### src/core/sdm_pkg.sv
// Purpose: shared constants and carriers for the shared-pin function mux
// Assumes: one 100 MHz clock, asynchronous active-low reset
// Notes: pin index 0 is the port E slave-select pad, 1 and 2 the phase pads
package sdm_pkg;
	localparam int SDM_NPIN = 3;
	localparam int SDM_PIN_SS = 0;
	localparam int SDM_PIN_PHA = 1;
	localparam int SDM_PIN_PHB = 2;
	localparam int SDM_PE_PU_BIT = 7;
	localparam int SDM_PC_PU_PHA_BIT = 0;
	localparam int SDM_PC_PU_PHB_BIT = 1;
	localparam logic [7:0] SDM_PE_PU_RST = 8'hFF;
	localparam logic [7:0] SDM_PC_PU_RST = 8'hFF;
	localparam logic [2:0] SDM_GPIO_RST = 3'h0;

	typedef enum logic [1:0] {
		SDM_FN_PERIPH = 2'b00,
		SDM_FN_TIMER = 2'b01,
		SDM_FN_SPI = 2'b10,
		SDM_FN_GPIO = 2'b11
	} sdm_fn_e;

	// pad-facing view of one pin
	typedef struct packed {
		logic out;
		logic oe_n;
		logic pu_en;
	} sdm_pad_s;

	// peripheral drive of one pin
	typedef struct packed {
		logic out;
		logic oe;
	} sdm_drv_s;
endpackage

### src/core/sdm_fn_sel.sv
// Purpose: selects the active function of one phase pad
// Assumes: select inputs are registered upstream
// Notes: priority is gpio, then spi alternate, then timer, then decoder
`timescale 1ns/1ps
module sdm_fn_sel (
	input wire logic i_variant_full,
	input wire logic i_sw_cfg,
	input wire logic i_gpio_sel,
	input wire logic i_alt_sel,
	input wire logic i_timer_sel,
	output sdm_pkg::sdm_fn_e o_fn,
	output logic o_unrouted
);
	import sdm_pkg::*;
	wire logic pick_gpio = i_gpio_sel;
	wire logic pick_spi = !i_gpio_sel && i_alt_sel;
	wire logic pick_tmr = !i_gpio_sel && !i_alt_sel && i_timer_sel;
	// reduced variant has no default until software configures
	assign o_unrouted = !i_variant_full && !i_sw_cfg;
	assign o_fn = pick_gpio ? SDM_FN_GPIO :
		pick_spi ? SDM_FN_SPI :
		pick_tmr ? SDM_FN_TIMER : SDM_FN_PERIPH;
endmodule

### src/core/sdm_pad_drv.sv
// Purpose: forms pad output, active-low enable and pull-up for one pin
// Assumes: function code already resolved
// Notes: gpio direction bit high means output
`timescale 1ns/1ps
module sdm_pad_drv (
	input sdm_pkg::sdm_fn_e i_fn,
	input wire logic i_unrouted,
	input wire logic i_pu_bit,
	input wire logic i_gpio_dir,
	input wire logic i_gpio_out,
	input sdm_pkg::sdm_drv_s i_tmr,
	input sdm_pkg::sdm_drv_s i_spi,
	output sdm_pkg::sdm_pad_s o_pad
);
	import sdm_pkg::*;
	wire logic drv_gpio = (i_fn == SDM_FN_GPIO) && i_gpio_dir;
	wire logic drv_tmr = (i_fn == SDM_FN_TIMER) && i_tmr.oe;
	wire logic drv_spi = (i_fn == SDM_FN_SPI) && i_spi.oe;
	wire logic drives = !i_unrouted && (drv_gpio || drv_tmr || drv_spi);
	assign o_pad.out = drv_gpio ? i_gpio_out :
		drv_tmr ? i_tmr.out : drv_spi ? i_spi.out : 1'b0;
	assign o_pad.oe_n = !drives;
	// pull-up off while driving or when software clears its bit
	assign o_pad.pu_en = i_pu_bit && !drives;
endmodule

### src/core/sdm_pin_mux.sv
// Purpose: function mux for slave-select pad and two decoder phase pads
// Assumes: all inputs synchronous to i_sys_clk
// Notes: every output is registered; i_ce low freezes all state
//
// Summary of operation
// - slave-select pad defaults to spi0 function
// - slave-select input feeds spi0 in slave mode
// - gpio function per-pin input or output
// - port e bit 7 clear disables pull-up
// - phase a alternate routes spi1 clock
// - phase b alternate routes spi1 data
// - full variant defaults phase a decoder
// - full variant defaults phase b decoder
// - port c bit 0 clear disables pull-up
// - port c bit 1 clear disables pull-up
// - spi1 clock out in master, in slave
// - spi1 data half-cycle before latching edge
`timescale 1ns/1ps
module sdm_pin_mux (
	input wire logic i_sys_clk,
	input wire logic i_arst_n,
	input wire logic i_ce,
	input wire logic i_variant_full,
	input wire logic [7:0] i_port_e_pullup_enable,
	input wire logic [7:0] i_port_c_pullup_enable,
	input wire logic i_phase_a_alternate_select,
	input wire logic i_phase_b_alternate_select,
	input wire logic [2:0] i_gpio_sel,
	input wire logic [2:0] i_gpio_dir,
	input wire logic [2:0] i_gpio_out,
	input wire logic [1:0] i_timer_sel,
	input wire logic i_sw_cfg_done,
	input wire logic i_spi1_master,
	input wire logic i_spi1_serial_clock_out,
	input wire logic i_spi1_master_out_slave_in_out,
	input sdm_pkg::sdm_drv_s i_timer_b_channel_zero,
	input sdm_pkg::sdm_drv_s i_timer_b_channel_one,
	input wire logic [2:0] i_pad_in,
	output sdm_pkg::sdm_pad_s [2:0] o_pad,
	output logic o_spi0_slave_select,
	output logic o_decoder1_phase_a_input,
	output logic o_decoder1_phase_b_input,
	output logic o_spi1_serial_clock_in,
	output logic o_spi1_master_out_slave_in_in,
	output logic o_timer_b_channel_zero_in,
	output logic o_timer_b_channel_one_in,
	output logic [2:0] o_gpio_in,
	output logic [1:0] o_unrouted
);
	import sdm_pkg::*;

	sdm_fn_e fn_a;
	sdm_fn_e fn_b;
	logic unr_a;
	logic unr_b;
	logic sw_cfg;
	sdm_pad_s [2:0] next_pad;
	sdm_drv_s spi_a;
	sdm_drv_s spi_b;
	sdm_drv_s none_drv;

	// software configuration is latched once seen, cleared by reset only
	always_ff @(posedge i_sys_clk or negedge i_arst_n) begin
		if (!i_arst_n) begin
			sw_cfg <= 1'b0;
		end else if (i_ce && i_sw_cfg_done) begin
			sw_cfg <= 1'b1;
		end
	end

	sdm_fn_sel u_sel_a (
		.i_variant_full(i_variant_full),
		.i_sw_cfg(sw_cfg),
		.i_gpio_sel(i_gpio_sel[SDM_PIN_PHA]),
		.i_alt_sel(i_phase_a_alternate_select),
		.i_timer_sel(i_timer_sel[0]),
		.o_fn(fn_a),
		.o_unrouted(unr_a)
	);

	sdm_fn_sel u_sel_b (
		.i_variant_full(i_variant_full),
		.i_sw_cfg(sw_cfg),
		.i_gpio_sel(i_gpio_sel[SDM_PIN_PHB]),
		.i_alt_sel(i_phase_b_alternate_select),
		.i_timer_sel(i_timer_sel[1]),
		.o_fn(fn_b),
		.o_unrouted(unr_b)
	);

	// spi1 clock drives pad only as master, data likewise
	assign spi_a.out = i_spi1_serial_clock_out;
	assign spi_a.oe = i_spi1_master;
	// master presents data ahead of the latching edge
	assign spi_b.out = i_spi1_master_out_slave_in_out;
	assign spi_b.oe = i_spi1_master;
	assign none_drv = '0;

	// slave-select pad: spi0 input unless gpio selected
	sdm_pad_drv u_drv_ss (
		.i_fn(i_gpio_sel[SDM_PIN_SS] ? SDM_FN_GPIO : SDM_FN_PERIPH),
		.i_unrouted(1'b0),
		.i_pu_bit(i_port_e_pullup_enable[SDM_PE_PU_BIT]),
		.i_gpio_dir(i_gpio_dir[SDM_PIN_SS]),
		.i_gpio_out(i_gpio_out[SDM_PIN_SS]),
		.i_tmr(none_drv),
		.i_spi(none_drv),
		.o_pad(next_pad[SDM_PIN_SS])
	);

	sdm_pad_drv u_drv_a (
		.i_fn(fn_a),
		.i_unrouted(unr_a),
		.i_pu_bit(i_port_c_pullup_enable[SDM_PC_PU_PHA_BIT]),
		.i_gpio_dir(i_gpio_dir[SDM_PIN_PHA]),
		.i_gpio_out(i_gpio_out[SDM_PIN_PHA]),
		.i_tmr(i_timer_b_channel_zero),
		.i_spi(spi_a),
		.o_pad(next_pad[SDM_PIN_PHA])
	);

	sdm_pad_drv u_drv_b (
		.i_fn(fn_b),
		.i_unrouted(unr_b),
		.i_pu_bit(i_port_c_pullup_enable[SDM_PC_PU_PHB_BIT]),
		.i_gpio_dir(i_gpio_dir[SDM_PIN_PHB]),
		.i_gpio_out(i_gpio_out[SDM_PIN_PHB]),
		.i_tmr(i_timer_b_channel_one),
		.i_spi(spi_b),
		.o_pad(next_pad[SDM_PIN_PHB])
	);

	// inbound routing, idle-high for unselected slave-select and decoder inputs, idle-low for spi1, timer and gpio inputs
	wire logic ss_periph = !i_gpio_sel[SDM_PIN_SS];
	wire logic next_ss = ss_periph ? i_pad_in[SDM_PIN_SS] : 1'b1;
	wire logic a_ok = !unr_a;
	wire logic b_ok = !unr_b;
	wire logic next_pha = (a_ok && fn_a == SDM_FN_PERIPH) ?
		i_pad_in[SDM_PIN_PHA] : 1'b1;
	wire logic next_phb = (b_ok && fn_b == SDM_FN_PERIPH) ?
		i_pad_in[SDM_PIN_PHB] : 1'b1;
	wire logic next_sclk = (a_ok && fn_a == SDM_FN_SPI && !i_spi1_master) ?
		i_pad_in[SDM_PIN_PHA] : 1'b0;
	wire logic next_mosi = (b_ok && fn_b == SDM_FN_SPI && !i_spi1_master) ?
		i_pad_in[SDM_PIN_PHB] : 1'b0;
	wire logic next_tb0 = (a_ok && fn_a == SDM_FN_TIMER) ?
		i_pad_in[SDM_PIN_PHA] : 1'b0;
	wire logic next_tb1 = (b_ok && fn_b == SDM_FN_TIMER) ?
		i_pad_in[SDM_PIN_PHB] : 1'b0;
	logic [2:0] next_gpio_in;
	assign next_gpio_in[SDM_PIN_SS] = i_gpio_sel[SDM_PIN_SS] &&
		i_pad_in[SDM_PIN_SS];
	assign next_gpio_in[SDM_PIN_PHA] = a_ok && fn_a == SDM_FN_GPIO &&
		i_pad_in[SDM_PIN_PHA];
	assign next_gpio_in[SDM_PIN_PHB] = b_ok && fn_b == SDM_FN_GPIO &&
		i_pad_in[SDM_PIN_PHB];

	// pad-side registers per pin; reset leaves pads undriven, pull-ups on
	genvar gi;
	generate
		for (gi = 0; gi < SDM_NPIN; gi++) begin : g_pad
			always_ff @(posedge i_sys_clk or negedge i_arst_n) begin
				if (!i_arst_n) begin
					o_pad[gi] <= '{out: 1'b0, oe_n: 1'b1, pu_en: 1'b1};
				end else if (i_ce) begin
					o_pad[gi] <= next_pad[gi];
				end
			end
		end
	endgenerate

	always_ff @(posedge i_sys_clk or negedge i_arst_n) begin
		if (!i_arst_n) begin
			o_spi0_slave_select <= 1'b1;
			o_decoder1_phase_a_input <= 1'b1;
			o_decoder1_phase_b_input <= 1'b1;
			o_spi1_serial_clock_in <= 1'b0;
			o_spi1_master_out_slave_in_in <= 1'b0;
			o_timer_b_channel_zero_in <= 1'b0;
			o_timer_b_channel_one_in <= 1'b0;
			o_gpio_in <= SDM_GPIO_RST;
			o_unrouted <= 2'h0;
		end else if (i_ce) begin
			o_spi0_slave_select <= next_ss;
			o_decoder1_phase_a_input <= next_pha;
			o_decoder1_phase_b_input <= next_phb;
			o_spi1_serial_clock_in <= next_sclk;
			o_spi1_master_out_slave_in_in <= next_mosi;
			o_timer_b_channel_zero_in <= next_tb0;
			o_timer_b_channel_one_in <= next_tb1;
			o_gpio_in <= next_gpio_in;
			o_unrouted <= {unr_b, unr_a};
		end
	end

	property p_ss_route;
		@(posedge i_sys_clk) disable iff (!i_arst_n)
		i_arst_n && i_ce && !i_gpio_sel[SDM_PIN_SS] |=>
			o_spi0_slave_select == $past(i_pad_in[SDM_PIN_SS]);
	endproperty
	a_ss_route: assert property (p_ss_route)
		else $error("slave select not routed to spi0");

	property p_ss_pu;
		@(posedge i_sys_clk) disable iff (!i_arst_n)
		i_arst_n && i_ce &&
			!i_port_e_pullup_enable[SDM_PE_PU_BIT] |=>
			!o_pad[SDM_PIN_SS].pu_en;
	endproperty
	a_ss_pu: assert property (p_ss_pu)
		else $error("port e pull-up not disabled");

	property p_pha_pu;
		@(posedge i_sys_clk) disable iff (!i_arst_n)
		i_arst_n && i_ce &&
			!i_port_c_pullup_enable[SDM_PC_PU_PHA_BIT] |=>
			!o_pad[SDM_PIN_PHA].pu_en;
	endproperty
	a_pha_pu: assert property (p_pha_pu)
		else $error("phase a pull-up not disabled");

	property p_phb_pu;
		@(posedge i_sys_clk) disable iff (!i_arst_n)
		i_arst_n && i_ce &&
			!i_port_c_pullup_enable[SDM_PC_PU_PHB_BIT] |=>
			!o_pad[SDM_PIN_PHB].pu_en;
	endproperty
	a_phb_pu: assert property (p_phb_pu)
		else $error("phase b pull-up not disabled");

	property p_sclk_master;
		@(posedge i_sys_clk) disable iff (!i_arst_n)
		i_arst_n && i_ce && !unr_a && !i_gpio_sel[SDM_PIN_PHA] &&
			i_phase_a_alternate_select && i_spi1_master |=>
			!o_pad[SDM_PIN_PHA].oe_n &&
			o_pad[SDM_PIN_PHA].out == $past(i_spi1_serial_clock_out);
	endproperty
	a_sclk_master: assert property (p_sclk_master)
		else $error("spi1 clock not driven in master mode");

	property p_mosi_slave;
		@(posedge i_sys_clk) disable iff (!i_arst_n)
		i_arst_n && i_ce && !unr_b && !i_gpio_sel[SDM_PIN_PHB] &&
			i_phase_b_alternate_select && !i_spi1_master |=>
			o_pad[SDM_PIN_PHB].oe_n &&
			o_spi1_master_out_slave_in_in == $past(i_pad_in[SDM_PIN_PHB]);
	endproperty
	a_mosi_slave: assert property (p_mosi_slave)
		else $error("spi1 data not received in slave mode");

	property p_pha_default;
		@(posedge i_sys_clk) disable iff (!i_arst_n)
		i_arst_n && i_ce && i_variant_full && i_gpio_sel == 3'h0 &&
			!i_phase_a_alternate_select && i_timer_sel == 2'h0 |=>
			o_decoder1_phase_a_input == $past(i_pad_in[SDM_PIN_PHA]);
	endproperty
	a_pha_default: assert property (p_pha_default)
		else $error("phase a default not decoder");

	property p_phb_default;
		@(posedge i_sys_clk) disable iff (!i_arst_n)
		i_arst_n && i_ce && i_variant_full && i_gpio_sel == 3'h0 &&
			!i_phase_b_alternate_select && i_timer_sel == 2'h0 |=>
			o_decoder1_phase_b_input == $past(i_pad_in[SDM_PIN_PHB]);
	endproperty
	a_phb_default: assert property (p_phb_default)
		else $error("phase b default not decoder");

	property p_gpio_dir;
		@(posedge i_sys_clk) disable iff (!i_arst_n)
		i_arst_n && i_ce && i_gpio_sel[SDM_PIN_SS] |=>
			o_pad[SDM_PIN_SS].oe_n == !$past(i_gpio_dir[SDM_PIN_SS]);
	endproperty
	a_gpio_dir: assert property (p_gpio_dir)
		else $error("gpio direction not honoured");

	property p_ss_default;
		@(posedge i_sys_clk) disable iff (!i_arst_n)
		i_arst_n && i_ce && !i_gpio_sel[SDM_PIN_SS] |=>
			o_pad[SDM_PIN_SS].oe_n;
	endproperty
	a_ss_default: assert property (p_ss_default)
		else $error("slave select pad driven outside gpio");

	property p_unrouted;
		@(posedge i_sys_clk) disable iff (!i_arst_n)
		i_arst_n && i_ce && !i_variant_full && !sw_cfg |=>
			o_unrouted == 2'h3 && o_pad[SDM_PIN_PHA].oe_n &&
			o_pad[SDM_PIN_PHB].oe_n;
	endproperty
	a_unrouted: assert property (p_unrouted)
		else $error("reduced variant pad driven before configuration");

	property p_sclk_slave;
		@(posedge i_sys_clk) disable iff (!i_arst_n)
		i_arst_n && i_ce && !unr_a && !i_gpio_sel[SDM_PIN_PHA] &&
			i_phase_a_alternate_select && !i_spi1_master |=>
			o_pad[SDM_PIN_PHA].oe_n &&
			o_spi1_serial_clock_in == $past(i_pad_in[SDM_PIN_PHA]);
	endproperty
	a_sclk_slave: assert property (p_sclk_slave)
		else $error("spi1 clock not received in slave mode");

	property p_tb0_route;
		@(posedge i_sys_clk) disable iff (!i_arst_n)
		i_arst_n && i_ce && !unr_a && !i_gpio_sel[SDM_PIN_PHA] &&
			!i_phase_a_alternate_select && i_timer_sel[0] |=>
			o_timer_b_channel_zero_in == $past(i_pad_in[SDM_PIN_PHA]) &&
			o_decoder1_phase_a_input;
	endproperty
	a_tb0_route: assert property (p_tb0_route)
		else $error("timer b channel zero not routed");
endmodule

### config.mk
export PLATFORM = sky130hd
export DESIGN_NAME = sdm_pin_mux
export DESIGN_NICKNAME = d
export VERILOG_FILES = /design/src/core/sdm_pkg.sv /design/src/core/sdm_fn_sel.sv /design/src/core/sdm_pad_drv.sv /design/src/core/sdm_pin_mux.sv
export SDC_FILE = /design/constraint.sdc
export NUM_CORES = 1
export LEC_CHECK = 0
export BUFFER_PORTS_ARGS = -buffer_cell sky130_fd_sc_hd__buf_2
export CAP_MARGIN = 20
export CORE_ASPECT_RATIO = 1.75
export CORE_MARGIN = 2
export CORE_UTILIZATION = 41
export CTS_CLUSTER_SIZE = 40
export DETAILED_ROUTE_END_ITERATION = 10
export GPL_TIMING_DRIVEN = 0
export PLACE_DENSITY = 0.79
export SYNTH_ARGS = -nofsm -noshare
export SYNTH_HDL_FRONTEND = slang
export SYNTH_SLANG_ARGS = --single-unit
### constraint.sdc
create_clock -name i_sys_clk -period 1.4 [get_ports i_sys_clk]
set_input_delay 0.07 -clock i_sys_clk [delete_from_list [all_inputs] [get_ports i_sys_clk]]
set_output_delay 0.07 -clock i_sys_clk [all_outputs]
set_load 0.005 [all_outputs]
# --- After elaboration in Yosys (flattened, before gate mapping) ---
# Index checks and enable logic that the tools add are counted.
word_totals:
  ff_bits: 21
  input_bits: 44
  out_inout_bits: 21
classes:
  eq_ne: 7
  mux: 21
  reduce_logical: 50
ops:
  columns: ["operator", "n"]
  rows:
  - ["1-bit logical AND", 33]
  - ["1-bit 2-to-1 mux", 16]
  - ["1-bit logical NOT", 11]
  - ["2-bit equality test (second input constant)", 5]
  - ["2-bit 2-to-1 mux", 5]
  - ["2-bit by 1-bit equality test with 1-bit output (second input constant)", 2]
  - ["2-bit logical NOT", 2]
  - ["1-bit logical OR", 4]

# --- Longest topological paths before layout ---
# Gate-level depths: netlist of run 1.
logic_depth:
  word_depth: 13
  ltp_mapped: 5

# --- Hierarchy ---
# A second synthesis of run 1 with hierarchy kept.
hier_totals:
  cells_unflattened: 107
  hier_area_um2: 1187.4
by_module_without_submodules:
  columns: ["mod", "instances", "cells_per_inst", "area_each_um2", "seq_area_each_um2"]
  rows:
  - ["sdm_pin_mux", 1, 69, 915.9, 561.8]
  - ["sdm_pad_drv", 3, 10, 76.3, 0.0]
  - ["sdm_fn_sel", 2, 4, 21.3, 0.0]

# --- Worst setup path after synthesis of run 1 ---
# No wires, ideal clock.
synth_path:
  path_kind: "register -> register"
  startpoint: "register sw_cfg"
  endpoint: "register o_timer_b_channel_one_in"
  setup_ns: 0.122
  t_arrival_ns: 1.047
  slack_ns: 0.232
  stages_incl_launch_ff: 4
  synth_period_minus_slack_ns: 1.168
  path_cell_list: "dfrtp_1 -> or2_4 -> and3_4 -> a32o_1"
synth_via:
  elab_chain_len: 5
synth_lines:
  columns: ["item", "line_no", "rtl"]
  rows:
  - ["start, declared", "sdm_pin_mux.sv:56", "logic sw_cfg;"]
  - ["start signal, assigned", "sdm_pin_mux.sv:65", "sw_cfg <= 1'b0;"]
  - ["start signal, assigned", "sdm_pin_mux.sv:67", "sw_cfg <= 1'b1;"]
  - ["1-bit logical NOT", "sdm_fn_sel.sv:19", "assign o_unrouted = !i_variant_full && !i_sw_cfg;"]
  - ["1-bit logical AND", "sdm_fn_sel.sv:19", null]
  - ["1-bit logical NOT", "sdm_pin_mux.sv:137", "wire logic b_ok = !unr_b;"]
  - ["1-bit logical AND", "sdm_pin_mux.sv:148", "wire logic next_tb1 = (b_ok && fn_b == SDM_FN_TIMER) ?"]
  - ["1-bit 2-to-1 mux", "sdm_pin_mux.sv:148", null]
  - ["end signal, assigned", "sdm_pin_mux.sv:190", "o_timer_b_channel_one_in <= next_tb1;"]
  - ["end, declared", "sdm_pin_mux.sv:46", "output logic o_timer_b_channel_one_in,"]
# No other way between the ends.
# A chain may end at the register's enable or synchronous reset.

# --- Worst setup path after layout of run 1 ---
layout_path:
  startpoint: "register sw_cfg"
  endpoint: "register o_timer_b_channel_zero_in"
layout_via:
  elab_chain_len: 5
layout_lines:
  columns: ["item", "line_no", "rtl"]
  rows:
  - ["1-bit logical NOT", "sdm_fn_sel.sv:19", null]
  - ["1-bit logical AND", "sdm_fn_sel.sv:19", null]
  - ["1-bit logical NOT", "sdm_pin_mux.sv:136", "wire logic a_ok = !unr_a;"]
  - ["1-bit logical AND", "sdm_pin_mux.sv:146", "wire logic next_tb0 = (a_ok && fn_a == SDM_FN_TIMER) ?"]
  - ["1-bit 2-to-1 mux", "sdm_pin_mux.sv:146", null]
  - ["end signal, assigned", "sdm_pin_mux.sv:189", "o_timer_b_channel_zero_in <= next_tb0;"]
  - ["end, declared", "sdm_pin_mux.sv:45", "output logic o_timer_b_channel_zero_in,"]
# No other way between the ends.

==> results of run 1 <==
cell families (layout without fill, tap and decap cells):
logic type | after synthesis | in the layout
simple gates | 38 | 38
compound gates | 25 | 25
flops | 21 | 21
buf+inv | 11 | 67
layout by cell type (no fill, tap or decap):
cell	n
dfstp_2	9
nor3_1	1
nand2_1	11
dlygate4sd3_1	2
nand4_1	2
clkbuf_8	3
nor2_1	13
o2111ai_1	2
o2bb2ai_1	1
nand4bb_1	2
a21oi_1	1
inv_1	6
buf_4	1
a2bb2oi_1	2
a21o_2	1
clkbuf_1	1
a22o_2	2
a32o_1	4
a41oi_1	1
o21ai_0	5
dfrtp_1	12
or2_4	1
and4b_1	2
a31oi_1	6
buf_2	54
nand3_1	4
and3_4	2
state kept, by name, indices dropped and copies added, names as in the netlist:
register and count:
o_decoder1_phase_a_input 1, o_spi0_slave_select 1, o_spi1_serial_clock_in 1, o_pad 9, o_spi1_master_out_slave_in_in 1, o_gpio_in 3
o_timer_b_channel_one_in 1, o_timer_b_channel_zero_in 1, sw_cfg 1, o_decoder1_phase_b_input 1, o_unrouted 1
through the flow:
step,setup WS (ns),power (W),cells,util (%),hold WS (ns)
final,0.167,0.00130,176,58.2,0.00992
after global placement,0.190,0.000899,170,55.4,0.0395
after global routing,0.147,0.00135,176,58.2,0.0215
after CTS,0.169,0.00130,176,58.2,0.00627
after detailed placement,0.173,0.000910,170,55.4,0.0490
after floorplan,0.232,0.000779,95,-,-0.226
path summary, 6_finish.rpt:
check	from	end	slack, ns	cells past startpoint
worst max-delay path	sw_cfg	o_timer_b_channel_zero_in	0.17	3
worst min-delay path	i_gpio_sel[0]	o_pad[1]	0.01	2
worst max register to register	sw_cfg	o_timer_b_channel_zero_in	0.17	3
worst min register to register	o_pad[0]	o_pad[0]	0.47	2
max in group asynchronous	i_arst_n	o_pad[0]	0.77	2
min in group asynchronous	i_arst_n	o_gpio_in[1]	0.29	2
layer usage:
| layer | vias to the layer above | global-route usage [%] | part of all wire (%) |
|---|---|---|---|
| met5 | - | 0 | 0 |
| met1 | 455 | 22.0 | 36 |
| met2 | 24 | 34.6 | 58 |
| met4 | 0 | 8.75 | 1.5 |
| met3 | 4 | 2.56 | 4.7 |
| li1 | 460 | - | - |
cells in the mapped netlist (all sizes together), types with 4 or more instances:
| cell | count | share of area (%) |
|---|---|---|
| o21ai | 5 | 2.6 |
| nand2 | 11 | 4.2 |
| dfrtp | 12 | 31 |
| nand3 | 4 | 2.0 |
| nor2 | 13 | 5.0 |
| dfstp | 9 | 24 |
| a31oi | 6 | 3.8 |
| inv | 6 | 2.3 |
| a32o | 4 | 4.1 |
| buf | 5 | 2.8 |
layout make-up:
cell class              count  share of cell area [%]
multi-input cells          63                    29.5
repair buffers             52                    20.4
flip-flops and latches     21                    40.5
clock buffers               4                    3.40
well taps                  25                    2.36
plain buffers               5                    2.08
inverters                   6                    1.70
worst reg2reg max path, cell delays in order, from the launching register on:
cell and delay [ns]:
dfrtp_1 0.40, or2_4 0.28, and3_4 0.20, a32o_1 0.25
where the power goes:
part	internal (W)	total, W	switching, W
sequential	0.000664	0.000685	0.0000208
clock	0.000203	0.000396	0.000193
combinational	0.000104	0.000215	0.000111
==> impl_metrics.csv, run 1 <==
group,metric,value,unit
status,status,"completed",
sta,relSlewSlack,69.6,%
yosys,netlist_area,977,um^2
min_path,hold_class,"in2reg",
yosys,synth_top_family_by_area,"simple AND/OR/NAND/NOR gates",
worst_setup_path,required,1.55,ns
yosys,synth_warnings,0,
clocking,clock_latency,0.26,ns
finish,multi_input_area,390,um^2
yosys,ys_ff_latch,21,
sta,tightest_slew,0.456,ns
yosys,synth_ff_type,"dfrtp_1",
sta,report.final.slew_viol_count,0,
floorplan,fp.dieW,40.9,um
routing,drt-initial-drc-count,37,
yosys,synthArstFlopShare,100,%
finish,final_area,1320,um^2
worst_setup_path,worstPathMaxFanout,5,
routing,postRouteAntennaNets,0,
place,dpl-instance-area,1260,um^2
finish,nFillCells,221,
finish,area.growth.synth_to_final,35.5,%
worst_setup_path,slowest_delay,0.40,ns
routing,wl,2570,um
yosys,syn_area_per_cell,10.3,um^2
yosys,seq_area_frac_synth,54.9,%
sta,fmax,0.811,GHz
flow_run,maxCapViolCount,0,
worst_setup_path,setup.worst_path.class,"reg2reg",
global_routing,antenna_found_initial,0,
worst_setup_path,start_kind,"register",
clocking,cts_max_level,1,
worst_setup_path,crit_path_top_delay_cell,"dfrtp_1",
worst_setup_path,cp_top_family,"simple AND/OR/NAND/NOR gates",
yosys,synth_fa_ha_area_share,0,%
yosys,synth_compound_area_share,19.3,%
clocking,cts_tree,"done",
power,ir_drop,0.591,mV
clocking,hold_buffers,2,
power,p_leak,0.661,nW
clocking,clock-root-buffer,"clkbuf_8",
clocking,cts.path.max_buffers,2,
floorplan,rows,23,
clocking,post_cts_buffers,0,
sta,min_period_over_period,88.0,%
clocking,cts-resized-gates,0,
sta,skew,0.00253,ns
yosys,syn_nets,139,
sta,min_period,1.23,ns
yosys,synth_edf_count,0,
finish,fin_nets,196,
finish,seq_area,537,um^2
routing,wl_per_cell,14.6,um
sta,setup_tns,0,ns
sta,setup_viol,0,
worst_setup_path,arrival,1.38,ns
finish,n_antenna_cell,0,
global_routing,grt_max_degree,22,
yosys,synth-simple-area-share,20.6,%
worst_setup_path,setup.worst_path.end_class,"register",
global_routing,overflow,0,
floorplan,core,2270,um^2
place,gp_congestion,0.778,
global_routing,grt_usage,19.7,%
sta,rsz0062_at_grt,"no",
finish,drive_gt1_share,48.3,%
worst_setup_path,crit_chain,"or2_4 > and3_4 > a32o_1",
worst_setup_path,cp_num_buf_inv,0,
global_routing,grt_pass1_vias,876,
place,dpl.hpwl,2020,um
routing,drc,0,
clocking,cts.sink_count,21,
yosys,synth_cell_types,24,
routing,firstDrtPassIters,4,
yosys,synthCells,95,
floorplan,die_y,68.6,um
routing,drt-vias-per-instance,5.36,
clocking,clkTransAtPathRegs,0.08,ns
place,io_buffer_count,50,
yosys,muxShareOfSynthArea,0,%
sta,hold_viol,0,
clocking,cts_buffers,3,
routing,routed-via-count,943,
floorplan,ios,65,
floorplan,start_util,43.0,%
floorplan,dieArea,2810,um^2
yosys,synthXorXnorAreaFrac,0,%
power,cellPowerDensity,979,nW/um^2
global_routing,grt_pass1_wl,3750,um
(Power assumes the default switching activity.)
==> run 2, diff against run 1 <==
--- a/config.mk
+++ b/config.mk
@@ -5,15 +5,18 @@
 export SDC_FILE = /design/constraint.sdc
 export NUM_CORES = 1
 export LEC_CHECK = 0
+export ABC_AREA = 1
 export BUFFER_PORTS_ARGS = -buffer_cell sky130_fd_sc_hd__buf_2
 export CAP_MARGIN = 20
 export CORE_ASPECT_RATIO = 1.75
 export CORE_MARGIN = 2
 export CORE_UTILIZATION = 41
+export CTS_BUF_LIST = sky130_fd_sc_hd__clkbuf_8
 export CTS_CLUSTER_SIZE = 40
 export DETAILED_ROUTE_END_ITERATION = 10
 export GPL_TIMING_DRIVEN = 0
-export PLACE_DENSITY = 0.79
+export PLACE_DENSITY = 0.74
 export SYNTH_ARGS = -nofsm -noshare
 export SYNTH_HDL_FRONTEND = slang
+export SYNTH_HIERARCHICAL = 1
 export SYNTH_SLANG_ARGS = --single-unit
==> run 2 against run 1 <==
Effect of this change: maximum frequency increased by 16%; total power is 23% higher; sequential cell count up 1; critical path type unchanged; core utilization down 1.9 points; non-clock buffer count unchanged; synthesized area up 24%; global-route usage down 2.4 points.
==> impl_metrics.csv, run 2 <==
group,metric,value,unit
min_path,min_from,"i_pad_in[0]",
global_routing,antenna_found_initial,0,
routing,drt-vias-per-instance,4.68,
worst_setup_path,arrival,1.28,ns
place,placed_cells,250,
finish,finalNonFillerCells,256,
finish,top_regs,"o_pad (9), o_gpio_in (3), o_unrouted (2)",
sta,whs,0.0485,ns
floorplan,die_y,75.8,um
routing,wl,2540,um
clocking,cts_max_level,1,
finish,final_common_cell,"nand2_1",
routing,postRouteAntennaNets,0,
clocking,cts_tree,"done",
global_routing,grt_pass1_wl,4360,um
worst_setup_path,required,1.62,ns
place,dpl-instance-area,1520,um^2
sta,skew,0.00602,ns
yosys,yosysMostFrequentCell,"nand2_1",
global_routing,overflow,0,
finish,n_antenna_cell,0,
worst_setup_path,reg2reg_depth,5,
worst_setup_path,rr_endpoint,"o_pad[6]",
power,cellPowerDensity,991,nW/um^2
sta,hold_viol,0,
sta,setup_viol,0,
global_routing,grt_pass1_vias,1072,
clocking,cts-resized-gates,0,
routing,drt-initial-drc-count,12,
finish,nFillCells,297,
yosys,synthCells,165,
power,p_leak,0.959,nW
clocking,clock-root-buffer,"clkbuf_8",
yosys,syn_area_per_cell,7.32,um^2
worst_setup_path,r2r_setup_slack,0.33,ns
place,gp_congestion,0.732,
clocking,clkTransAtPathRegs,0.08,ns
flow_run,maxCapViolCount,0,
finish,largest_register_ffs,9,
worst_setup_path,worstPathMaxFanout,4,
clocking,cts.path.max_buffers,2,
yosys,ys_ff_latch,22,
worst_setup_path,start_kind,"register",
sta,report.final.slew_viol_count,0,
min_path,hold_class,"in2reg",
clocking,cts.sink_count,22,
sta,rsz0062_at_grt,"no",
clocking,clock_latency,0.27,ns
finish,regMostFlops,"o_pad",
finish,area.growth.synth_to_final,33.5,%
finish,fin_nets,273,
yosys,yosysTopAreaCellShare,26.9,%
floorplan,start_util,42.2,%
power,ir_drop,0.618,mV
finish,final_area,1610,um^2
sta,setup_tns,0,ns
finish,drive_gt1_share,34.2,%
status,status,"completed",
global_routing,grt_usage,17.3,%
floorplan,fp.dieW,45.0,um
sta,fin_ws,0.333,ns
floorplan,core,2860,um^2
routing,firstDrtPassIters,5,
place,dp_slack,0.326,ns
floorplan,ios,65,
finish,final_cell_mix,"nand2_1, buf_2, inv_1",
yosys,yosysTopAreaCell,"dfrtp_1",
worst_setup_path,setup.worst_path.class,"reg2reg",
yosys,synth_cell_types,18,
sta,min_period_over_period,76.2,%
place,io_buffer_count,51,
place,dpl.hpwl,2010,um
floorplan,dieArea,3410,um^2
yosys,seq_area_frac_synth,46.5,%
routing,drc,0,
yosys,synth_warnings,6,
yosys,synth_edf_count,0,
worst_setup_path,setup.worst_path.end_class,"register",
worst_setup_path,startpoint,"sw_cfg",
sta,fmax,0.937,GHz
yosys,synth_common_cells,"nand2_1, inv_1, nand3_1",
yosys,synth_area_leaders,"dfrtp_1, nand2_1, dfstp_2, inv_1, nand3_1",
clocking,cts_buffers,3,
global_routing,grt_max_degree,23,
worst_setup_path,r2r-start,"sw_cfg",
floorplan,rows,26,
yosys,netlist_area,1210,um^2
yosys,synthArstFlopShare,100,%
yosys,synth_ff_type,"dfrtp_1",
sta,min_period,1.07,ns
routing,routed-via-count,1197,
worst_setup_path,crit_end,"o_pad[6]",
routing,wl_per_cell,9.91,um
==> run 2: cell types whose count changed after synthesis, moves of 3 or more <==
cell and delta:
nand4_1 +7, inv_1 +15, nor2_1 -4, nand3_1 +10
a32o_1 -4, nand2_1 +56, a21oi_2 +3, a31oi_1 -6
nand3_2 +4, inv_2 +3, o21ai_1 +5, o21ai_0 -4
==> run 2: worst max-delay path: stages (launching register included) <==
cell and delay [ns]:
dfrtp_1 0.40, nor2_1 0.25, inv_1 0.11, a21oi_2 0.14
nand2_1 0.05, nand2_1 0.06
==> run 2: kinds of logic (layout without fill, tap and decap cells) <==
group           after synthesis  after routing  synth area share (%)
other cells                   1              7                 0.311
simple gates                103            103                  37.4
compound gates               11             11                  5.91
flops                        22             22                  46.5
buf+inv                      28             85                  9.85
==> run 2: layout make-up <==
cell class	instances	area, um^2	share of cell area, %
Sequential cell	22	562	34.9
Multi-Input combinational cell	121	549	34.1
Timing Repair Buffer	53	275	17.1
Inverter	24	90.1	5.59
Clock buffer	3	41.3	2.56
Tap cell	28	35.0	2.17
Clock inverter	1	30.0	1.86
Buffer	4	28.8	1.79
==> run 2: how the worst min path moves through the flow <==
stage / end / slack [ns] / cells past startpoint
2_1_floorplan: o_gpio_in[0] / -0.23 / 0
3_3_place_gp: o_spi1_serial_clock_in / 0.05 / 1
3_5_place_dp: o_gpio_in[2] / 0.06 / 1
4_1_cts: o_gpio_in[0] / 0.05 / 3
5_1_grt: o_spi0_slave_select / 0.06 / 3
6_report: o_gpio_in[0] / 0.05 / 3
==> run 2: metrics by stage <==
| step | utilization [%] | total power (W) |
|---|---|---|
| global route | 56.3 | 0.00169 |
| finish | 56.3 | 0.00160 |
| floorplan | - | 0.000882 |
| CTS | 56.3 | 0.00162 |
| global placement | 53.1 | 0.00101 |
| detailed placement | 53.1 | 0.00102 |
==> run 2: power breakdown <==
group / leakage, nW / switching (W) / internal [W]
Clock: 0.0357 / 0.000210 / 0.000382
Combinational: 0.660 / 0.000153 / 0.000125
Sequential: 0.263 / 0.0000241 / 0.000704
Total: 0.959 / 0.000387 / 0.00121
==> run 2: layer usage <==
layer | vias up | GRT usage, % | share of wire [%]
met3 | 4 | 2.37 | 4.3
met1 | 525 | 18.9 | 39
li1 | 638 | - | -
met2 | 30 | 31.0 | 54
met5 | - | 0 | 0
met4 | 0 | 9.80 | 2.6
==> run 2: timing repair <==
item,in CTS,in global routing
hold buffers,2,0
setup buffers,0,0
endpoints found under the hold margin,14,0
